<file path="src/rtl/fault_irq_defs.vh">
/*
 * constants for the fault flag and charger mask register block.
 * assumes inclusion by bare name from the design file.
 */
`ifndef FAULT_IRQ_DEFS_VH
`define FAULT_IRQ_DEFS_VH

// ****************************************************************
// register addresses and resets
// ****************************************************************
`define FAULT_FLAG_ADDR 8'h25
`define IRQ_MASK_ADDR 8'h26
`define FAULT_FLAG_RESET 8'h00
`define IRQ_MASK_RESET 8'h00
`define RESERVED_FLAG_BITS 8'h06

// ****************************************************************
// fault flag bit positions
// ****************************************************************
`define FLG_INPUT_OV 7
`define FLG_BATTERY_OV 6
`define FLG_SYSTEM_RAIL 5
`define FLG_BOOST_OUT 4
`define FLG_DIE_OVERHEAT 3
`define FLG_TEMP_ZONE 0

// ****************************************************************
// mask bit positions
// ****************************************************************
`define MSK_POWER_GOOD 7
`define MSK_CONV_DONE 6
`define MSK_THERMAL_REG 5
`define MSK_MIN_SYSTEM 4
`define MSK_INPUT_CURRENT 3
`define MSK_INPUT_VOLTAGE 2
`define MSK_CHARGE_TIMER 1
`define MSK_WATCHDOG 0

// ****************************************************************
// interrupt pulse
// ****************************************************************
`define IRQ_PULSE_NS 256
`define CLK_PERIOD_NS 10

`endif

</file>
<file path="src/rtl/charger_fault_flag_int_mask.v">
/*
 * fault flag register (clear on read) and charger interrupt mask
 * register with a fixed-width interrupt pulse generator.
 * assumes the serial host interface hands over decoded single-cycle
 * read and write strobes with an address, and that event inputs are
 * asynchronous levels from the analog side.
 */
`timescale 1ns/100ps
`include "fault_irq_defs.vh"
`default_nettype none

module charger_fault_flag_int_mask #(
  parameter PULSE_NS = `IRQ_PULSE_NS
) (
  input wire CLK,
  input wire RST_B,
  input wire REG_RESET_CMD,
  input wire RD_STB,
  input wire WR_STB,
  input wire [7:0] ADDR,
  input wire [7:0] WDATA,
  input wire [7:0] FAULT_LEVELS,
  input wire [7:0] CHARGER_LEVELS,
  output reg [7:0] RDATA,
  output reg INT_PULSE
);

  // ****************************************************************
  // timing
  // ****************************************************************
  localparam PULSE_CYC_I = (PULSE_NS + `CLK_PERIOD_NS - 1) / `CLK_PERIOD_NS;
  localparam PULSE_CYC = (PULSE_CYC_I < 1) ? 1 : PULSE_CYC_I;
  localparam [15:0] PULSE_LAST = PULSE_CYC - 1;

  // ****************************************************************
  // input synchronisers and edge detect
  // ****************************************************************
  reg [7:0] fault_meta_reg;
  reg [7:0] fault_sync_reg;
  reg [7:0] fault_prev_reg;
  reg [7:0] chg_meta_reg;
  reg [7:0] chg_sync_reg;
  reg [7:0] chg_prev_reg;
  reg [7:0] fault_flag_reg;
  reg [7:0] fault_flag_next;
  reg [7:0] mask_reg;
  reg [7:0] mask_next;
  reg [15:0] pulse_cnt_reg;
  reg [7:0] fault_rise;
  reg [7:0] chg_event;
  reg irq_req;
  wire [7:0] chg_rise;
  wire [7:0] chg_fall;

  assign chg_rise = chg_sync_reg & ~chg_prev_reg;
  assign chg_fall = ~chg_sync_reg & chg_prev_reg;

  always @(posedge CLK) begin
    if (!RST_B) begin
      fault_meta_reg <= 8'h00;
      fault_sync_reg <= 8'h00;
      fault_prev_reg <= 8'h00;
      chg_meta_reg <= 8'h00;
      chg_sync_reg <= 8'h00;
      chg_prev_reg <= 8'h00;
    end else begin
      fault_meta_reg <= FAULT_LEVELS;
      fault_sync_reg <= fault_meta_reg;
      fault_prev_reg <= fault_sync_reg;
      chg_meta_reg <= CHARGER_LEVELS;
      chg_sync_reg <= chg_meta_reg;
      chg_prev_reg <= chg_sync_reg;
    end
  end

  // ****************************************************************
  // event decode
  // ****************************************************************
  always @* begin
    fault_rise = fault_sync_reg & ~fault_prev_reg;
    fault_rise[`FLG_INPUT_OV] = fault_sync_reg[`FLG_INPUT_OV] &
      ~fault_prev_reg[`FLG_INPUT_OV];
    fault_rise[`FLG_BATTERY_OV] = fault_sync_reg[`FLG_BATTERY_OV] &
      ~fault_prev_reg[`FLG_BATTERY_OV];
    fault_rise[`FLG_SYSTEM_RAIL] = fault_sync_reg[`FLG_SYSTEM_RAIL] &
      ~fault_prev_reg[`FLG_SYSTEM_RAIL];
    fault_rise[`FLG_BOOST_OUT] = fault_sync_reg[`FLG_BOOST_OUT] &
      ~fault_prev_reg[`FLG_BOOST_OUT];
    fault_rise[`FLG_DIE_OVERHEAT] = fault_sync_reg[`FLG_DIE_OVERHEAT] &
      ~fault_prev_reg[`FLG_DIE_OVERHEAT];
    fault_rise[`FLG_TEMP_ZONE] = fault_sync_reg[`FLG_TEMP_ZONE] ^
      fault_prev_reg[`FLG_TEMP_ZONE];
    fault_rise = fault_rise & ~`RESERVED_FLAG_BITS;
    chg_event = chg_rise;
    chg_event[`MSK_POWER_GOOD] = chg_rise[`MSK_POWER_GOOD] |
      chg_fall[`MSK_POWER_GOOD];
    chg_event[`MSK_MIN_SYSTEM] = chg_rise[`MSK_MIN_SYSTEM] |
      chg_fall[`MSK_MIN_SYSTEM];
  end

  // ****************************************************************
  // interrupt request
  // ****************************************************************
  always @* begin
    irq_req = 1'b0;
    irq_req = irq_req | (chg_event[`MSK_POWER_GOOD] &
      ~mask_reg[`MSK_POWER_GOOD]);
    irq_req = irq_req | (chg_event[`MSK_CONV_DONE] &
      ~mask_reg[`MSK_CONV_DONE]);
    irq_req = irq_req | (chg_event[`MSK_THERMAL_REG] &
      ~mask_reg[`MSK_THERMAL_REG]);
    irq_req = irq_req | (chg_event[`MSK_MIN_SYSTEM] &
      ~mask_reg[`MSK_MIN_SYSTEM]);
    irq_req = irq_req | (chg_event[`MSK_INPUT_CURRENT] &
      ~mask_reg[`MSK_INPUT_CURRENT]);
    irq_req = irq_req | (chg_event[`MSK_INPUT_VOLTAGE] &
      ~mask_reg[`MSK_INPUT_VOLTAGE]);
    irq_req = irq_req | (chg_event[`MSK_CHARGE_TIMER] &
      ~mask_reg[`MSK_CHARGE_TIMER]);
    irq_req = irq_req | (chg_event[`MSK_WATCHDOG] &
      ~mask_reg[`MSK_WATCHDOG]);
  end

  // ****************************************************************
  // registers
  // ****************************************************************
  always @* begin
    fault_flag_next = fault_flag_reg;
    if (RD_STB && ADDR == `FAULT_FLAG_ADDR) begin
      fault_flag_next = `FAULT_FLAG_RESET;
    end
    // set wins over clear on read; mask plays no part
    fault_flag_next = fault_flag_next | fault_rise;
    mask_next = mask_reg;
    if (WR_STB && ADDR == `IRQ_MASK_ADDR) begin
      mask_next = WDATA;
    end
    if (REG_RESET_CMD) begin
      mask_next = `IRQ_MASK_RESET;
    end
  end

  always @(posedge CLK) begin
    if (!RST_B) begin
      fault_flag_reg <= `FAULT_FLAG_RESET;
      mask_reg <= `IRQ_MASK_RESET;
      RDATA <= 8'h00;
      INT_PULSE <= 1'b0;
      pulse_cnt_reg <= 16'h0000;
    end else begin
      fault_flag_reg <= fault_flag_next;
      mask_reg <= mask_next;
      if (RD_STB) begin
        case (ADDR)
          `FAULT_FLAG_ADDR: RDATA <= fault_flag_reg;
          `IRQ_MASK_ADDR: RDATA <= mask_reg;
          default: RDATA <= 8'h00;
        endcase
      end
      if (irq_req) begin
        INT_PULSE <= 1'b1;
        pulse_cnt_reg <= PULSE_LAST;
      end else if (pulse_cnt_reg != 16'h0000) begin
        pulse_cnt_reg <= pulse_cnt_reg - 16'h0001;
      end else begin
        INT_PULSE <= 1'b0;
      end
    end
  end

endmodule

`default_nettype wire

</file>
<file path="config.mk">
export PLATFORM = sky130hd
export DESIGN_NAME = charger_fault_flag_int_mask
export DESIGN_NICKNAME = d
export VERILOG_FILES = /design/src/rtl/charger_fault_flag_int_mask.v
export VERILOG_INCLUDE_DIRS = /design/src /design/src/rtl
export SDC_FILE = /design/constraint.sdc
export NUM_CORES = 1
export LEC_CHECK = 0
export ABC_AREA = 1
export BUFFER_PORTS_ARGS = -buffer_cell sky130_fd_sc_hd__buf_2
export CORE_MARGIN = 1.5
export CORE_UTILIZATION = 55
export CTS_CLUSTER_DIAMETER = 60
export DETAILED_ROUTE_END_ITERATION = 10
export GPL_ROUTABILITY_DRIVEN = 0
export GPL_TIMING_DRIVEN = 1
export PLACE_DENSITY = 0.77
export SYNTH_ARGS = -nofsm -noshare
export SYNTH_HDL_FRONTEND = slang
export SYNTH_SLANG_ARGS = --single-unit
</file>
<file path="constraint.sdc">
create_clock -name CLK -period 2 [get_ports CLK]
set_input_delay 0.1 -clock CLK [delete_from_list [all_inputs] [get_ports CLK]]
set_output_delay 0.1 -clock CLK [all_outputs]
set_load 0.01 [all_outputs]
</file>
## Yosys cells after proc, flatten, opt, wreduce, memory -nomap -nowiden

Index checks and enable logic that the tools add are counted.

- Bits in registers: 89
- Bits in latches: 0
- Memory bits (writable): 0
- Output and inout port bits: 9
- Memories kept: 0
- Bits in read-only memories: 0
- Bits of input ports: 37
- Logic and storage cells: 70

- Reduce and logical (&&, ||, !) cells: 6
- Multiply operators: 0
- Bitwise operators: 42
- Div/mod/pow operators: 0
- Mux-type cells: 6
- $add $sub $neg: 1
- Eq/ne operators: 3
- $lt $le $gt $ge: 0
- Shifts and indexed selects: 0

Operators with widths:

| kind | count |
|---|---|
| 8-bit bitwise AND | 2 |
| 8-bit by 6-bit == test with 1-bit output (second input constant) | 2 |
| 8-bit NOT | 2 |
| 8-bit one-hot mux with 2 select lines | 1 |
| 16-bit nonzero test | 1 |
| 16-bit by 1-bit subtractor with 16-bit output (second input constant) | 1 |
| 1-bit NOT | 14 |
| 1-bit bitwise AND | 13 |
| 5-bit 2-to-1 mux | 2 |
| 1-bit bitwise OR | 9 |
| 8-bit 2-to-1 mux | 1 |
| 8-bit bitwise OR | 1 |
| 2-bit OR reduction | 2 |
| 1-bit logical AND | 2 |
| 1-bit 2-to-1 mux | 2 |
| 2-bit inequality test (second input constant) | 1 |
| 2-bit nonzero test | 1 |
| 1-bit bitwise XOR | 1 |

## Logic depth before layout (Yosys ltp)

- Depth in word-level cells: 12
- Mapped depth: 10
- Gate-level depth less buffers: 10

## Worst setup path after synthesis

No wires, ideal clock.

- Kind: register to register
- Start: register pulse_cnt_reg[0]
- End: register pulse_cnt_reg[7]
- Setup time: 65 ps
- Required time: 1935 ps
- Path buffers: 1
- Slack: 782 ps
- Period minus slack after synthesis: 1218 ps
- Data arrival time: 1153 ps
- Cell stages (with the launch flop): 9
- Cell sequence: dfxtp_1 inv_1 ha_1 nand2_1 nor2_1 nand2_1 buf_2 nand2_1 nor2_1

- Cells in the longest elaborated chain, start to end: 1
- Elaborated cells on any way between the ends: 2
- Those cells by class: add/sub (1); reduce/logical (1)

RTL lines:

| element | RTL line | RTL |
|---|---|---|
| start, declared | charger_fault_flag_int_mask.v:48 | `reg [15:0] pulse_cnt_reg;` |
| start signal, assigned | charger_fault_flag_int_mask.v:164 | `pulse_cnt_reg <= pulse_cnt_reg - 16'h0001;` |
| 16-bit by 1-bit subtractor with 16-bit output or 16-bit nonzero test (tied branches) | charger_fault_flag_int_mask.v:164, charger_fault_flag_int_mask.v:163 |  |

Several ways; a longest one is shown, not always the timed one.
A chain may end at the register's enable or synchronous reset.

## Final worst setup path

- Start: register pulse_cnt_reg[0]
- End: register pulse_cnt_reg[0]

- Cells in the longest elaborated chain, start to end: 3
- Elaborated cells on any way between the ends: 5
- Those cells by class: add/sub (1); mux (2); reduce/logical (2)

RTL lines:

| element | RTL line | RTL |
|---|---|---|
| 16-bit by 1-bit subtractor with 16-bit output | charger_fault_flag_int_mask.v:164 |  |
| 5-bit 2-to-1 mux | charger_fault_flag_int_mask.v:163 | `end else if (pulse_cnt_reg != 16'h0000) begin` |
| 5-bit 2-to-1 mux | charger_fault_flag_int_mask.v:160 | `if (irq_req) begin` |

Several ways; a longest one is shown, not always the timed one. The select of a mux whose other input is x is not followed.

==> out/qor.csv <==
metric,value,unit
crit_path_max_incr_delay,320,ps
yosys_warnings,0,
cts.path.max_buffers,2,
period_utilization,80.4,%
critical_path.max_fanout,16,
avgRoutedWirePerCell,10.9,um
power_switching_share,28.0,%
dp_hpwl,4350,um
tritoncts_num_sinks,81,
synth.most_common_cell,sky130_fd_sc_hd__nand2_1,
layout.area.seq,0.00162,mm2
max_cap_viol_count,0,
critical-path-top-delay-family,simple AND/OR/NAND/NOR gates,
vias_in_the_first_global_route,2691,
share_seq_of_total_power,52.7,%
status,"finished, final reports clean",
buffer_ports.inserted,43,
setup.worst_path.class,flip-flop to flip-flop,
die-area,0.00632,mm2
synthTopCellsByArea,"sky130_fd_sc_hd__dfxtp_1 50%, sky130_fd_sc_hd__nand2_1 18%, sky130_fd_sc_hd__nor2_1 8.9%",
power.clock.fraction,33.0,%
hold_viol,0,
inserted_diodes,0,
setup_viol,0,
worstHoldPathType,input port to flip-flop,
cts_post_setup_buffers_inserted,0,
postPlaceCellArea,0.00349,mm2
net-switching-power,0.914,mW
cts_tree,done,
worst-slew-pin-transition,597,ps
cts-buffers-inserted,9,
num-fill-cells,464,
row_count,27,
largest_reg_flops,16,
die_w,79.5,um
cp.required,2240,ps
synthFlopType,sky130_fd_sc_hd__dfxtp_1,
grt_max_degree,61,
postRouteWirelength,6560,um
rsz0062_at_grt,no,
design.core.area,0.00557,mm2
postLayoutCellArea,0.00388,mm2
crit_slowest_cell,sky130_fd_sc_hd__dfxtp_1,
netlist_top_cells_count,"158 x sky130_fd_sc_hd__nand2_1, 81 x sky130_fd_sc_hd__dfxtp_1, 76 x sky130_fd_sc_hd__nor2_1",
edff_count_synth,0,
synth.net_count,498,
power.density_cell_area,840,mW/mm2
final_antenna_net_count,0,
number_of_violations_reported_at_the_end_of_detailed_routing_iteration_0,132,
layout-area-overhead-vs-synth,20.4,%
critical-path-top-cell-by-count,sky130_fd_sc_hd__nand2_1,
clock-root-buffer,sky130_fd_sc_hd__clkbuf_8,
overflow,0,
worst_setup_path_start_kind,flip-flop,
critical_path.cell_chain,"inv_1, ha_1, nand2_1, nor2_1, nand2_1, nand2_1, nand2_1, nor2_1, nor2_1",
critical_path_arrival,1850,ps
final_clock_skew,13.0,ps
io_pins,46,
multi_input_gate_area,0.00126,mm2
power.static_leakage,2.18,nW
timing.setup.tns,0,ps
cp.buffers_inverters,1,
drv_slew,0,
grt_util_all_layers,22.8,%
p_int,2.35,mW
slew_headroom,60.1,%
syn-mean-instance-area,7.02,um2
syn_area,0.00322,mm2
post_cts.resized_instances,0,
grt_first_pass_wirelength,11100,um
cts.reportedPaths.clkPinSlew,80,ps
yosys_register_bits,81,
chipHeight,79.5,um
synthesis.instances,459,
dr.pass1.iters,4,
drt_drc_violations_left,0,
irDropWorstVdd,552,uV
grt_antenna_before_repair,0,
post-synth-top-area-cell,sky130_fd_sc_hd__dfxtp_1,
dr_total_vias,2808,
synth-async-reset-ratio,0,%
synth_seq_area_share,50.3,%
netlist-cell-type-count,21,
fmax,622,MHz
htree_levels,3,
layout-drive-gt1-share,12.3,%
timing.critical_path.to_type,flip-flop,
clkLatencyLatePin,350,ps
min_period,1610,ps
netlist.area_leader.share,50.3,%
design.final.nets,564,
floorplan.initialDensity,57.8,%
vias_per_cell,4.67,
comb_power_share,14.3,%
## area by class of cell
class                           count  share of cell area (%)
Sequential cell                    81                    41.8
Multi-Input combinational cell    292                    32.6
Timing Repair Buffer               66                    11.4
Inverter                           75                    7.26
Clock buffer                       10                    3.55
Tap cell                           72                    2.32
Clock inverter                      5                    1.06
## worst paths after layout
check                        start          endpoint  slack [ps]  depth (start not counted)
setup / recovery  pulse_cnt_reg[0]  pulse_cnt_reg[0]         390                          9
hold / removal            WDATA[1]       mask_reg[1]          30                          3
setup reg to reg  pulse_cnt_reg[0]  pulse_cnt_reg[0]         390                          9
hold reg to reg    chg_meta_reg[4]   chg_sync_reg[4]         410                          2
## power by group through the flow
stage | combinational [mW] | sequential, mW | clock [mW]
6_report | 0.466 | 1.72 | 1.08
5_1_grt | 0.541 | 1.73 | 1.16
4_1_cts | 0.462 | 1.72 | 1.10
3_5_place_dp | 0.424 | 1.75 | 0
3_3_place_gp | 0.411 | 1.75 | 0
2_1_floorplan | 0.320 | 1.75 | 0
## per-layer routing
| metal | part of all wire (%) | GRT usage (%) | wire [um] |
|---|---|---|---|
| met4 | 2.3 | 11.2 | 150 |
| met5 | 0 | 0 | 0 |
| met3 | 4.6 | 4.11 | 301 |
| met2 | 50 | 40.7 | 3250 |
| met1 | 44 | 25.9 | 2850 |
## worst min-delay path: stages
cell                     delay (ps)
sky130_fd_sc_hd__buf_2           80
sky130_fd_sc_hd__nor2_1          40
sky130_fd_sc_hd__nor2_1         110
## kinds of logic after synthesis
family | synth area share, %
AND/OR/NAND/NOR | 34.3
AO/OA/AOI/OAI | 2.87
flip-flops | 50.3
adder cells (fa/ha/maj) | 0.777
buffers and inverters | 10.4
XOR/XNOR | 1.36
## layout by cell type (no fill, tap or decap), types with 2 or more instances in the layout
cell                              n
sky130_fd_sc_hd__inv_1           75
sky130_fd_sc_hd__dfxtp_1         81
sky130_fd_sc_hd__o21ai_0         13
sky130_fd_sc_hd__nand4_1          7
sky130_fd_sc_hd__nand2_1        158
sky130_fd_sc_hd__clkbuf_8        10
sky130_fd_sc_hd__ha_1             2
sky130_fd_sc_hd__dlygate4sd3_1   21
sky130_fd_sc_hd__buf_2           43
sky130_fd_sc_hd__nand3_1         13
sky130_fd_sc_hd__xor2_1           4
sky130_fd_sc_hd__a21oi_1          4
sky130_fd_sc_hd__clkinv_4         2
sky130_fd_sc_hd__nor2_1          76
sky130_fd_sc_hd__buf_4            2
sky130_fd_sc_hd__nand3b_1         8
sky130_fd_sc_hd__clkinvlp_4       2
## what timing repair did
| item | in CTS | in global routing |
|---|---|---|
| endpoints found under the setup margin | 0 | 0 |
| hold endpoints to repair | 21 | 0 |
| hold buffers | 21 | 0 |
## per-stage QoR
stage,instances,setup slack [ps],hold slack [ps],util [%],total power [mW]
after detailed placement,565,429,285,62.6,2.18
after floorplan,459,782,198,-,2.07
after global placement,565,464,279,62.6,2.16
after CTS,601,386,11.7,69.6,3.28
final,601,393,27.7,69.6,3.26
after global routing,601,147,37.0,69.6,3.43
(Power assumes the default switching activity.)
